[src/rtl/lec_pkg.sv]
package lec_pkg;
  // register byte address on the Avalon-MM slave
  localparam logic [7:0] LEC_CTRL_OFFSET = 8'hF4;
  localparam logic [7:0] LEC_STAT_OFFSET = 8'hF0;
  localparam logic [31:0] LEC_CTRL_RESET = 32'h0000_1000;
  localparam logic [31:0] LEC_WRITE_MASK = 32'h0000_B582;
  // field positions
  localparam int LEC_PIPE_OFF_BIT = 15;
  localparam int LEC_THRESH_LO = 12;
  localparam int LEC_MPEG_BIT = 10;
  localparam int LEC_DV_BIT = 8;
  localparam int LEC_PRIO_BIT = 7;
  localparam int LEC_ACCEL_BIT = 1;
  // threshold codes and levels in bytes
  localparam logic [1:0] LEC_THR_2K = 2'h0;
  localparam logic [1:0] LEC_THR_1K7 = 2'h1;
  localparam logic [1:0] LEC_THR_1K = 2'h2;
  localparam logic [1:0] LEC_THR_512 = 2'h3;
  localparam logic [11:0] LEC_BYTES_2K = 12'h800;
  localparam logic [11:0] LEC_BYTES_1K7 = 12'h6CD;
  localparam logic [11:0] LEC_BYTES_1K = 12'h400;
  localparam logic [11:0] LEC_BYTES_512 = 12'h200;
  // cip format codes
  localparam logic [5:0] LEC_FMT_MPEG = 6'h20;
  localparam logic [5:0] LEC_FMT_DV = 6'h00;
  typedef enum logic [2:0] {
    LEC_IDLE = 3'h1,
    LEC_FILL = 3'h2,
    LEC_SEND = 3'h4
  } lec_tx_state_t;
endpackage

[src/rtl/lec_top.sv]
// Chosen here: the placing of the registers and the Avalon-MM interface to the registers.
module lec_top (
  // clock and reset
  input wire logic clk_sys,
  input wire logic nrst,
  // avalon-mm slave
  input wire logic [7:0] avs_address,
  input wire logic avs_read,
  input wire logic avs_write,
  input wire logic [31:0] avs_writedata,
  input wire logic [3:0] avs_byteenable,
  output logic [31:0] avs_readdata,
  output logic avs_waitrequest,
  // transmit fifo side
  input wire logic async_transmit_retries_zero,
  input wire logic [11:0] async_transmit_fifo_bytes,
  input wire logic async_transmit_eop_in_fifo,
  input wire logic async_transmit_underrun,
  input wire logic async_transmit_pkt_done,
  output logic async_transmit_start,
  // isochronous stamp
  input wire logic [5:0] cip_format_field,
  output logic cip_stamp_apply,
  // link controls
  output logic out_of_order_pipeline_off,
  output logic priority_arb_on,
  output logic phy_accel_notify
);
  logic rst_meta;
  logic rst_n;
  logic [31:0] ctrl;
  logic saf_mode;
  logic ack;
  logic [31:0] wmask;
  logic [31:0] next_ctrl;

  always_ff @(posedge clk_sys or negedge nrst) begin
    if (!nrst) begin
      rst_meta <= 1'b0;
      rst_n <= 1'b0;
    end else begin
      rst_meta <= 1'b1;
      rst_n <= rst_meta;
    end
  end

  // one wait cycle per access, then acknowledge
  always_ff @(posedge clk_sys or negedge rst_n) begin
    if (!rst_n) begin
      ack <= 1'b0;
    end else begin
      ack <= (avs_read || avs_write) && !ack;
    end
  end
  assign avs_waitrequest = (avs_read || avs_write) && !ack;

  always_comb begin
    for (int i = 0; i < 4; i++) begin
      wmask[i*8 +: 8] = {8{avs_byteenable[i]}};
    end
    wmask = wmask & lec_pkg::LEC_WRITE_MASK;
    next_ctrl = (ctrl & ~wmask) | (avs_writedata & wmask);
  end

  always_ff @(posedge clk_sys or negedge rst_n) begin
    if (!rst_n) begin
      ctrl <= lec_pkg::LEC_CTRL_RESET;
    end else if (avs_write && ack && avs_address == lec_pkg::LEC_CTRL_OFFSET) begin
      ctrl <= next_ctrl;
    end
  end

  // status word: store-and-forward state in bit 0
  always_ff @(posedge clk_sys or negedge rst_n) begin
    if (!rst_n) begin
      avs_readdata <= 32'h0000_0000;
    end else if (avs_read && !ack) begin
      if (avs_address == lec_pkg::LEC_CTRL_OFFSET) begin
        avs_readdata <= ctrl & lec_pkg::LEC_WRITE_MASK;
      end else if (avs_address == lec_pkg::LEC_STAT_OFFSET) begin
        avs_readdata <= {31'h0000_0000, saf_mode};
      end else begin
        avs_readdata <= 32'h0000_0000;
      end
    end
  end

  assign out_of_order_pipeline_off = ctrl[lec_pkg::LEC_PIPE_OFF_BIT];
  assign priority_arb_on = ctrl[lec_pkg::LEC_PRIO_BIT];
  assign phy_accel_notify = ctrl[lec_pkg::LEC_ACCEL_BIT];

  lec_tx_gate u_gate (
    .clk_sys(clk_sys),
    .rst_n(rst_n),
    .thresh_code(ctrl[lec_pkg::LEC_THRESH_LO +: 2]),
    .retries_zero(async_transmit_retries_zero),
    .fifo_bytes(async_transmit_fifo_bytes),
    .eop_in_fifo(async_transmit_eop_in_fifo),
    .underrun(async_transmit_underrun),
    .pkt_done(async_transmit_pkt_done),
    .tx_start(async_transmit_start),
    .saf_mode(saf_mode)
  );

  lec_stamp_sel u_stamp (
    .mpeg_cip_stamp_on(ctrl[lec_pkg::LEC_MPEG_BIT]),
    .dv_cip_stamp_on(ctrl[lec_pkg::LEC_DV_BIT]),
    .cip_format_field(cip_format_field),
    .stamp_apply(cip_stamp_apply)
  );
endmodule

[src/rtl/lec_stamp_sel.sv]
module lec_stamp_sel (
  // control
  input wire logic mpeg_cip_stamp_on,
  input wire logic dv_cip_stamp_on,
  // stream
  input wire logic [5:0] cip_format_field,
  output logic stamp_apply
);
  always_comb begin
    stamp_apply = 1'b0;
    if (mpeg_cip_stamp_on && cip_format_field == lec_pkg::LEC_FMT_MPEG) begin
      stamp_apply = 1'b1;
    end
    if (dv_cip_stamp_on && cip_format_field == lec_pkg::LEC_FMT_DV) begin
      stamp_apply = 1'b1;
    end
  end
endmodule

[src/rtl/lec_tx_gate.sv]
module lec_tx_gate (
  // clock and reset
  input wire logic clk_sys,
  input wire logic rst_n,
  // control
  input wire logic [1:0] thresh_code,
  input wire logic retries_zero,
  // fifo status
  input wire logic [11:0] fifo_bytes,
  input wire logic eop_in_fifo,
  input wire logic underrun,
  input wire logic pkt_done,
  output logic tx_start,
  output logic saf_mode
);
  logic [11:0] level;
  logic underrun_seen;
  always_comb begin
    unique case (thresh_code)
      lec_pkg::LEC_THR_2K: level = lec_pkg::LEC_BYTES_2K;
      lec_pkg::LEC_THR_1K7: level = lec_pkg::LEC_BYTES_1K7;
      lec_pkg::LEC_THR_1K: level = lec_pkg::LEC_BYTES_1K;
      lec_pkg::LEC_THR_512: level = lec_pkg::LEC_BYTES_512;
    endcase
  end
  // sticky after an underrun: the retry and later packets run store-and-forward
  always_ff @(posedge clk_sys or negedge rst_n) begin
    if (!rst_n) begin
      underrun_seen <= 1'b0;
    end else if (underrun) begin
      underrun_seen <= 1'b1;
    end
  end
  assign saf_mode = (thresh_code == lec_pkg::LEC_THR_2K) || retries_zero || underrun_seen;
  always_comb begin
    tx_start = eop_in_fifo;
    if (!saf_mode && fifo_bytes >= level && !pkt_done) begin
      tx_start = 1'b1;
    end
  end
endmodule

[config.mk]
export PLATFORM = sky130hd
export DESIGN_NAME = lec_top
export DESIGN_NICKNAME = d
export VERILOG_FILES = /design/src/rtl/lec_pkg.sv /design/src/rtl/lec_top.sv /design/src/rtl/lec_stamp_sel.sv /design/src/rtl/lec_tx_gate.sv
export SDC_FILE = /design/constraint.sdc
export NUM_CORES = 1
export LEC_CHECK = 0
export ABC_AREA = 0
export BUFFER_PORTS_ARGS = -buffer_cell sky130_fd_sc_hd__buf_2
export CAP_MARGIN = 20
export CORE_MARGIN = 2
export CORE_UTILIZATION = 33
export DETAILED_ROUTE_END_ITERATION = 10
export HOLD_SLACK_MARGIN = 0.02
export PLACE_DENSITY = 0.74
export SLEW_MARGIN = 20
export SYNTH_ARGS = -nofsm -noshare
export SYNTH_HDL_FRONTEND = slang
export SYNTH_SLANG_ARGS = --single-unit
[constraint.sdc]
create_clock -name clk_sys -period 1.8 [get_ports clk_sys]
set_input_delay 0 -clock clk_sys [delete_from_list [all_inputs] [get_ports clk_sys]]
set_output_delay 0 -clock clk_sys [all_outputs]
set_load 0.03 [all_outputs]
==> run_results.csv, run 1 <==
group,metric,value,unit
global_routing,first_global_vias,1040,
clock_network,tritoncts,"yes",
timing,drv_slew,0,
timing,layout_setup_ws,-471,ps
cells_and_area,drive_above_1_share,0.450,
detailed_routing,ant_nets,0,
worst_setup_path,critPathMaxStageDelay,590,ps
power,power,947,uW
worst_setup_path,cp_max_fo,4,
place,io_buffers,56,
global_routing,grt_max_degree,18,
synthesis,syn_area_per_cell,10.0,um2
synthesis,syn_area,1260,um2
cells_and_area,areaGrowthSynthToFinish,41.3,%
synthesis,yosysUniqueCellTypes,33,
floorplan,die_y,65.9,um
cells_and_area,final_cell_mix,"buf_2 (55), conb_1 (25), dfrtp_1 (18)",
detailed_routing,drc,0,
detailed_routing,firstDrtPassIters,4,
detailed_routing,vias_per_cell,4.24,
power,max-vdd-ir-drop,492,uV
cells_and_area,postLayoutCoreUtil,0.487,
detailed_routing,vias,1052,
clock_network,root_buffer,"clkbuf_8",
timing,period_minus_slack,2270,ps
global_routing,grt_usage,0.133,
synthesis,synth.yosys.seq_area_share,0.378,
power,leakagePower,0.912,nW
worst_setup_path,reg2reg_depth,5,
floorplan,fp.dieW,65.9,um
worst_setup_path,arrival,2270,ps
clock_network,clock_sinks,19,
floorplan,rows,22,
outcome,outcome,"finished with violations",
timing,max_freq,0.440,GHz
cells_and_area,fin_nets,283,
worst_setup_path,critPathKind,"flop to output port",
outcome,violations,"setup timing",
detailed_routing,drt-total-wl,2720,um
clock_network,clk_pin_slew_worst_paths,60,ps
timing,hold_violations,0,
cells_and_area,fill_cells,361,
worst_setup_path,cp-start-kind,"flop",
floorplan,dieArea,4340,um2
timing,rsz0062_at_grt,"yes",
global_routing,gr-total-overflow,0,
worst_setup_path,crit_slowest_cell,"dfstp_2",
floorplan,coreArea,3660,um2
cells_and_area,final_common_cell,"buf_2",
timing,max_slew_margin,0.577,
cells_and_area,n_antenna_cell,0,
synthesis,synth_warnings,0,
synthesis,synth_cells,126,
worst_setup_path,crit_chain,"inv_2 > ha_4 > inv_2 > o21ai_1 > ha_2 > a2111oi_4 > a211oi_2 > a2111oi_4 > a21oi_2 > buf_6",
clock_network,numCtsBuffers,3,
clock_network,cts_setup_buffers,0,
detailed_routing,post_drt_wl_per_cell,11.0,um
power,power.density,531,nW/um2
detailed_routing,drt_iter0_drc,12,
timing,tightest_slew,635,ps
timing,fin_skew,3.70,ps
synthesis,synth-seq-cells,19,
global_routing,grt_antenna_before_repair,0,
floorplan,ios,108,
place,place_hpwl,2160,um
global_routing,grt_pass1_wl,4470,um
run,maxCapViolations,0,
worst_setup_path,end_kind,"output port",
clock_network,clk_latency,240,ps
clock_network,cts_buffer_depth,2,
clock_network,htreeDepth,1,
timing,finalCritPeriodShare,1.26,
floorplan,initial_utilization,0.345,
worst_hold_path,hp-class,"input port to asynchronous set/reset pin",
place,globalplace.congestion,0.804,
timing,setup_viol,1,
worst_setup_path,required,1800,ps
-- logic make-up after synthesis --
kind of cell / Yosys count / synth area share
muxes: 8 / 0.0852
buffers and inverters: 33 / 0.175
and+or+nand+nor: 35 / 0.153
adders and majority gates: 12 / 0.119
DFF: 19 / 0.378
AOI/OAI and AO/OA: 17 / 0.0842
other: 2 / 0.00595
-- Yosys cell counts, drive strengths merged --
| cell | number | area share |
|---|---|---|
| a2111oi | 2 | 0.014 |
| a211oi | 1 | 0.0059 |
| a21oi | 2 | 0.0079 |
| and3b | 1 | 0.0069 |
| and4bb | 1 | 0.0099 |
| buf | 25 | 0.15 |
| clkbuf | 1 | 0.0030 |
| conb | 2 | 0.0059 |
| dfrtp | 18 | 0.36 |
| dfstp | 1 | 0.021 |
| ha | 12 | 0.12 |
| inv | 7 | 0.021 |
| mux2 | 7 | 0.077 |
| mux2i | 1 | 0.0079 |
| nand2 | 15 | 0.045 |
| nand2b | 1 | 0.0050 |
| nand3 | 3 | 0.022 |
| nand4b | 1 | 0.0069 |
| nor2 | 4 | 0.012 |
| nor2b | 1 | 0.0050 |
| nor3 | 2 | 0.0079 |
| nor4 | 1 | 0.0050 |
| nor4b | 1 | 0.0069 |
| o211ai | 1 | 0.0059 |
| o21ai | 8 | 0.032 |
| o31ai | 2 | 0.012 |
| o41ai | 1 | 0.0069 |
| or2 | 3 | 0.015 |
| or4 | 1 | 0.0059 |
-- per-layer routing --
metal | wire, um | track usage | up-vias
li1 | - | - | 531
met3 | 170 | 0.0239 | 2
met5 | 0 | 0 | -
met1 | 1080 | 0.149 | 478
met2 | 1450 | 0.253 | 41
met4 | 14 | 0.0417 | 0
-- worst paths after layout --
check	from	endpoint	slack, ps
hold / removal	nrst	rst_meta$_DFF_PN0_	50
min in group clk_sys	avs_read	ack$_DFF_PN0_	50
hold reg to reg	rst_n$_DFF_PN0_	asynchronous set/reset pin	260
setup / recovery	flop	async_transmit_start	-470
setup reg to reg	flop	avs_readdata[0]$_DFFE_PN0P_	300
max in group asynchronous	rst_n$_DFF_PN0_	avs_readdata[10]$_DFFE_PN0P_	1130
-- metrics by stage --
stage	std cells	setup WS (ps)	hold WS, ps	setup TNS (ps)	instance area [um2]
detailed placement	234	-345	-211	-345	1600
global placement	234	-302	-214	-302	1600
finish	248	-471	50.7	-471	1780
CTS	248	-450	45.3	-450	1770
global route	248	-595	47.9	-595	1780
floorplan	149	-198	-296	-198	1400
-- power breakdown --
group	internal [mW]	leakage, nW	switching (mW)
clock	0.156	0.0228	0.119
combinational	0.0865	0.640	0.139
sequential	0.435	0.250	0.0120
total	0.678	0.912	0.269
-- what timing repair did --
action | CTS | global route
hold buffers | 10 | 0
pin swaps | 6 | 1
endpoints found under the setup margin | 1 | 1
resized for setup | 6 | 2
endpoints found under the hold margin | 11 | 0
-- final cells by class --
cell class / count / area, um2 / share of cell area
timing repair buffer: 73 / 439 / 0.246
tap: 48 / 60.1 / 0.0337
sequential: 19 / 477 / 0.267
clock buffer: 4 / 45.0 / 0.0252
inverter: 7 / 26.3 / 0.0147
multi-input combinational: 97 / 737 / 0.413
-- critical path, delay by kind of cell, from the launching register on --
kind | cells | cell delay (ps)
compound gates | 5 | 840
flops | 1 | 590
fa+ha+maj | 2 | 340
buf+inv | 3 | 250
Power figures use the tool's default switching activity.
==> run 2, diff against run 1 <==
Settings changed: SYNTH_HIERARCHICAL set to 1.
==> run 2 against run 1 <==
  * The run still ends with setup timing left
  * Sequential power is essentially flat
  * Global-route usage is 0.83 points lower
  * Clock power is 5% higher
  * Critical path type unchanged
  * Highest routed layer unchanged
==> run_results.csv, run 2 <==
group,metric,value,unit
worst_hold_path,hp-class,"input port to flop",
worst_setup_path,crit_slowest_cell,"dfstp_2",
outcome,violations,"setup timing",
clock_network,root_buffer,"clkbuf_8",
synthesis,async_flop_share,1.00,
clock_network,clk_pin_slew_worst_paths,70,ps
cells_and_area,fill_cells,358,
cells_and_area,final_cell_mix,"buf_2 (55), conb_1 (25), dfrtp_1 (18)",
detailed_routing,ant_nets,0,
floorplan,ios,108,
power,p_int,673,uW
power,power.density,535,nW/um2
global_routing,gr-total-overflow,0,
power,switching_share,0.299,
synthesis,ys_top_cells_by_count,"buf_4 (24), dfrtp_1 (18), nand2_1 (17)",
power,power.share.clock,0.301,
synthesis,yosys.area.top_type,"dfrtp_1",
worst_setup_path,critPathMostFrequentCell,"ha_4",
cells_and_area,drive_above_1_share,0.446,
outcome,outcome,"finished with violations",
place,io_buffers,56,
worst_setup_path,cp-start-kind,"flop",
timing,period_minus_slack,2210,ps
synthesis,synth.top_cell.area_share,0.355,
detailed_routing,firstDrtPassIters,4,
synthesis,synth.yosys.seq_area_share,0.375,
floorplan,coreArea,3690,um2
worst_setup_path,crit_chain,"ha_4 > inv_4 > ha_4 > a2111oi_4 > a211oi_2 > a2111oi_2 > a21oi_2 > buf_6",
clock_network,htreeDepth,1,
run,maxCapViolations,0,
worst_setup_path,critical_path.top_delay_family,"compound AO/OA/AOI/OAI gates",
power,power_frac_seq,0.465,
synthesis,synthTopCellsByArea,"dfrtp_1 (35%), buf_4 (14%), ha_1 (12%)",
place,globalplace.congestion,0.760,
timing,setup_viol,1,
detailed_routing,drt-total-wl,2650,um
worst_setup_path,critPathMaxStageDelay,580,ps
cells_and_area,fin_nets,287,
floorplan,die_y,66.0,um
synthesis,synth_edf_count,0,
power,p_sw,287,uW
synthesis,yosysMostFrequentCell,"buf_4",
detailed_routing,vias,1089,
clock_network,tritoncts,"yes",
global_routing,grt_pass1_wl,4190,um
timing,max_freq,0.452,GHz
worst_setup_path,critPathKind,"flop to output port",
global_routing,first_global_vias,962,
worst_setup_path,cp_num_buf_inv,2,
detailed_routing,drc,0,
timing,hold_violations,0,
cells_and_area,final_common_cell,"buf_2",
clock_network,cts_buffer_depth,2,
timing,layout_setup_ws,-413,ps
detailed_routing,post_drt_wl_per_cell,10.5,um
synthesis,syn_area,1270,um2
timing,fin_skew,3.65,ps
floorplan,rows,22,
worst_setup_path,required,1800,ps
place,placed_area,1630,um2
place,place_hpwl,2100,um
cells_and_area,n_antenna_cell,0,
global_routing,grt_max_degree,18,
worst_setup_path,cp_max_fo,3,
global_routing,grt_antenna_before_repair,0,
synthesis,synth_warnings,6,
synthesis,synth_ff_type,"dfrtp_1",
power,max-vdd-ir-drop,516,uV
synthesis,synth_cells,128,
timing,finalCritPeriodShare,1.23,
timing,drv_slew,0,
floorplan,dieArea,4360,um2
cells_and_area,areaGrowthSynthToFinish,41.2,%
worst_setup_path,arrival,2210,ps
detailed_routing,vias_per_cell,4.32,
detailed_routing,drt_iter0_drc,19,
timing,max_slew_margin,0.546,
floorplan,fp.dieW,66.0,um
floorplan,initial_utilization,0.344,
timing,tightest_slew,681,ps
synthesis,syn_area_per_cell,9.92,um2
worst_setup_path,end_kind,"output port",
clock_network,clk_latency,250,ps
power,p_comb_frac,0.234,
clock_network,numCtsBuffers,3,
power,leakagePower,0.917,nW
clock_network,clock_sinks,19,
cells_and_area,stdcell_area,1790,um2
synthesis,yosysUniqueCellTypes,31,
global_routing,grt_usage,0.125,
place,dp_worst_setup_slack,-343,ps
timing,rsz0062_at_grt,"yes",
synthesis,synth-seq-cells,19,
-- run 2: final timing paths --
kind	start	end	slack, ps	cells past startpoint
setup / recovery	flop	async_transmit_start	-410	8
hold / removal	avs_read	ack$_DFF_PN0_	30	3
setup reg to reg	flop	avs_readdata[0]$_DFFE_PN0P_	120	6
hold reg to reg	rst_n$_DFF_PN0_	asynchronous set/reset pin	280	0
max in group asynchronous	rst_n$_DFF_PN0_	avs_readdata[0]$_DFFE_PN0P_	1080	0
min in group asynchronous	nrst	rst_n$_DFF_PN0_	50	2
-- run 2: cell families (layout without fill, tap and decap cells) --
family | count (synthesis) | in the layout | synth area share
multiplexers | 8 | 8 | 0.0699
buffers and inverters | 31 | 84 | 0.163
AO/OA/AOI/OAI | 16 | 16 | 0.0828
flip-flops | 19 | 19 | 0.375
other | 2 | 25 | 0.00591
adder cells (fa/ha/maj) | 12 | 12 | 0.118
AND/OR/NAND/NOR | 40 | 40 | 0.185
-- run 2: power groups by stage --
stage	sequential [mW]	combinational (mW)	clock (mW)
detailed placement	0.455	0.203	0
finish	0.446	0.225	0.289
floorplan	0.454	0.170	0
global placement	0.454	0.201	0
global route	0.449	0.245	0.317
CTS	0.446	0.223	0.297
-- run 2: cell type report --
type	instances	area, um2	share of cell area
multi-input combinational	101	741	0.413
sequential	19	477	0.266
timing repair buffer	74	444	0.248
tap	48	60.1	0.0335
clock buffer	3	41.3	0.0230
inverter	6	25.0	0.0140
clock inverter	1	5.00	0.00279
-- run 2: per-layer routing --
| layer | track usage | up-vias | share of wire |
|---|---|---|---|
| met5 | 0 | - | 0 |
| met4 | 0.0561 | 0 | 0.011 |
| met3 | 0.0170 | 4 | 0.053 |
| met2 | 0.226 | 41 | 0.52 |
| met1 | 0.146 | 503 | 0.41 |
| li1 | - | 541 | - |
-- run 2: stage by stage --
stage / hold slack [ps] / TNS [ps] / instances / power (mW) / util
CTS: 25.7 / -432 / 252 / 0.966 / 0.484
global route: 65.5 / -505 / 252 / 1.01 / 0.486
finish: 29.3 / -413 / 252 / 0.960 / 0.486
floorplan: -296 / -177 / 151 / 0.624 / -
detailed placement: -213 / -343 / 238 / 0.658 / 0.442
global placement: -214 / -289 / 238 / 0.656 / 0.442
-- run 2: what timing repair did --
| item | in CTS | in global routing |
|---|---|---|
| gates cloned | 0 | 0 |
| endpoints found under the setup margin | 1 | 1 |
| endpoints found under the hold margin | 10 | 0 |
| hold buffers | 9 | 0 |
| resized for setup | 5 | 1 |
| buffers inserted | 1 | 0 |
| pin swaps | 6 | 0 |
-- run 2: worst register-to-register path, cell delays in order (launching register included) --
cell and delay, ps:
dfstp_2 580, inv_2 60, buf_4 120, ha_1 190, or3_1 400, nand4b_1 120, o21ai_0 90
==> run 3, diff against run 2 <==
Settings changed: CORE_MARGIN 2 to 5, PLACE_DENSITY 0.74 to 0.71.
Clock period 1.8 ns to 2.3 ns, I/O delays scaled along.
==> run 3 against run 2 <==
  * The run now ends clean
  * Critical path depth unchanged
  * Global-route usage down 2.5 points
  * Die area up 19%
  * Cell area up 1.3%
  * Combinational power down 21%
  * Routed wire length up 5.5%
  * Clock skew down 1.6 ps
  * Total power down 22%
  * Count of clock-buffer cells in the layout unchanged
  * Critical path type unchanged
  * Largest power group unchanged
==> run_results.csv, run 3 (synthesis gave the netlist of run 2 again) <==
group,metric,value,unit
floorplan,ios,108,
timing,setup_viol,0,
place,io_buffers,56,
cells_and_area,n_antenna_cell,0,
floorplan,initial_utilization,0.344,
floorplan,fp.dieW,72.0,um
floorplan,coreArea,3690,um2
timing,finalCritPeriodShare,0.961,
global_routing,gr-total-overflow,0,
timing,drv_slew,0,
place,dp_worst_setup_slack,42.3,ps
detailed_routing,firstDrtPassIters,2,
clock_network,htreeDepth,1,
clock_network,numCtsBuffers,3,
cells_and_area,final_cell_mix,"buf_2 (55), conb_1 (25), dfrtp_1 (18)",
clock_network,clock_sinks,19,
cells_and_area,areaGrowthSynthToFinish,43.1,%
timing,final.setup.tns,0,ps
timing,layout_setup_ws,89.3,ps
worst_hold_path,hold_depth,3,
worst_setup_path,end_kind,"output port",
floorplan,rows,22,
detailed_routing,drt_iter0_drc,6,
clock_network,clk_latency,250,ps
global_routing,grt_pass1_wl,4310,um
timing,period_minus_slack,2210,ps
global_routing,first_global_vias,1051,
detailed_routing,drt-total-wl,2790,um
clock_network,clk_pin_slew_worst_paths,70,ps
worst_setup_path,cp-start-kind,"flop",
timing,whs,25.3,ps
detailed_routing,post_drt_wl_per_cell,11.2,um
clock_network,root_buffer,"clkbuf_8",
place,place_hpwl,2250,um
cells_and_area,fin_nets,285,
worst_setup_path,cp_max_fo,3,
floorplan,die_y,72.0,um
cells_and_area,fill_cells,371,
global_routing,grt_antenna_before_repair,0,
cells_and_area,regArea,477,um2
timing,tightest_slew,651,ps
power,max-vdd-ir-drop,404,uV
cells_and_area,postLayoutCoreUtil,0.493,
detailed_routing,ant_nets,0,
timing,max_slew_margin,0.566,
global_routing,grt_max_degree,18,
timing,fin_skew,2.03,ps
cells_and_area,final_common_cell,"buf_2",
global_routing,grt_usage,0.101,
detailed_routing,drc,0,
floorplan,dieArea,5190,um2
power,power.density,411,nW/um2
worst_setup_path,reg2reg_depth,5,
worst_hold_path,hp-class,"input port to flop",
timing,max_freq,0.452,GHz
detailed_routing,vias,1070,
timing,hold_violations,0,
worst_setup_path,required,2300,ps
clock_network,tritoncts,"yes",
detailed_routing,vias_per_cell,4.28,
cells_and_area,multiInputGateArea,776,um2
cells_and_area,drive_above_1_share,0.450,
place,globalplace.congestion,0.751,
timing,rsz0062_at_grt,"yes",
run,maxCapViolations,0,
clock_network,cts_buffer_depth,2,
worst_setup_path,arrival,2210,ps
outcome,outcome,"completed",
power,leakagePower,0.910,nW
worst_setup_path,critPathKind,"flop to output port",
-- run 3: changes by cell type in the layout (fill, tap and decap cells not counted) --
cell / previous run / this run
a21oi_1: 0 / 1
buf_4: 9 / 6
buf_6: 1 / 2
o21ai_2: 0 / 1
a21oi_2: 1 / 0
ha_2: 1 / 0
ha_4: 3 / 6
o21ai_1: 2 / 1
ha_1: 8 / 6
-- run 3: timing repair --
| action | CTS | global route |
|---|---|---|
| pin swaps | 5 | 8 |
| setup endpoints to repair | 1 | 1 |
| gates resized for setup | 8 | 17 |
| endpoints found under the hold margin | 10 | 0 |
| setup buffers | 1 | 4 |
| hold buffers | 9 | 0 |
-- run 3: where the power goes --
group	leakage (nW)	internal (mW)	switching, mW
Sequential	0.250	0.340	0.00898
Clock	0.0255	0.120	0.101
Combinational	0.635	0.0669	0.110
Total	0.910	0.527	0.220
-- run 3: worst paths after layout --
| path | from | end | slack [ps] |
|---|---|---|---|
| max in group asynchronous | rst_n$_DFF_PN0_ | u_gate/underrun_seen$_DFFE_PN0P_ | 1610 |
| max reg2reg | flop | avs_readdata[0]$_DFFE_PN0P_ | 800 |
| min in group asynchronous | nrst | rst_meta$_DFF_PN0_ | 60 |
| min reg2reg | rst_n$_DFF_PN0_ | asynchronous set/reset pin | 270 |
| min | avs_read | ack$_DFF_PN0_ | 30 |
| max | flop | async_transmit_start | 90 |
-- run 3: cell type report --
cell class / count / area share
Clock buffer: 3 / 0.0227
Clock inverter: 1 / 0.00275
Inverter: 6 / 0.0138
Multi-Input combinational cell: 101 / 0.427
Sequential cell: 19 / 0.262
Tap cell: 48 / 0.0331
Timing Repair Buffer: 72 / 0.238
-- run 3: through the flow --
| stage | power, mW | cell area, um2 | std cells |
|---|---|---|---|
| after floorplan | 0.482 | 1360 | 151 |
| final | 0.747 | 1820 | 250 |
| after global routing | 0.786 | 1820 | 250 |
| after detailed placement | 0.503 | 1530 | 232 |
| after CTS | 0.742 | 1720 | 246 |
| after global placement | 0.501 | 1530 | 232 |
-- run 3: worst max-delay path: stages, from the launching register on --
cell       delay, ps
dfstp_2          580
ha_4             160
inv_4             40
ha_4             220
a2111oi_4        350
a211oi_2         120
a2111oi_2        200
a21oi_1          110
buf_4            180
-- run 3: metal layers --
| metal | wire length, um | part of all wire | GRT usage | vias up |
|---|---|---|---|---|
| met3 | 197 | 0.071 | 0.0235 | 0 |
| met5 | 0 | 0 | 0 | - |
| met2 | 1480 | 0.53 | 0.186 | 37 |
| met1 | 1120 | 0.40 | 0.119 | 493 |
| li1 | - | - | - | 540 |
| met4 | 0 | 0 | 0.0188 | 0 |
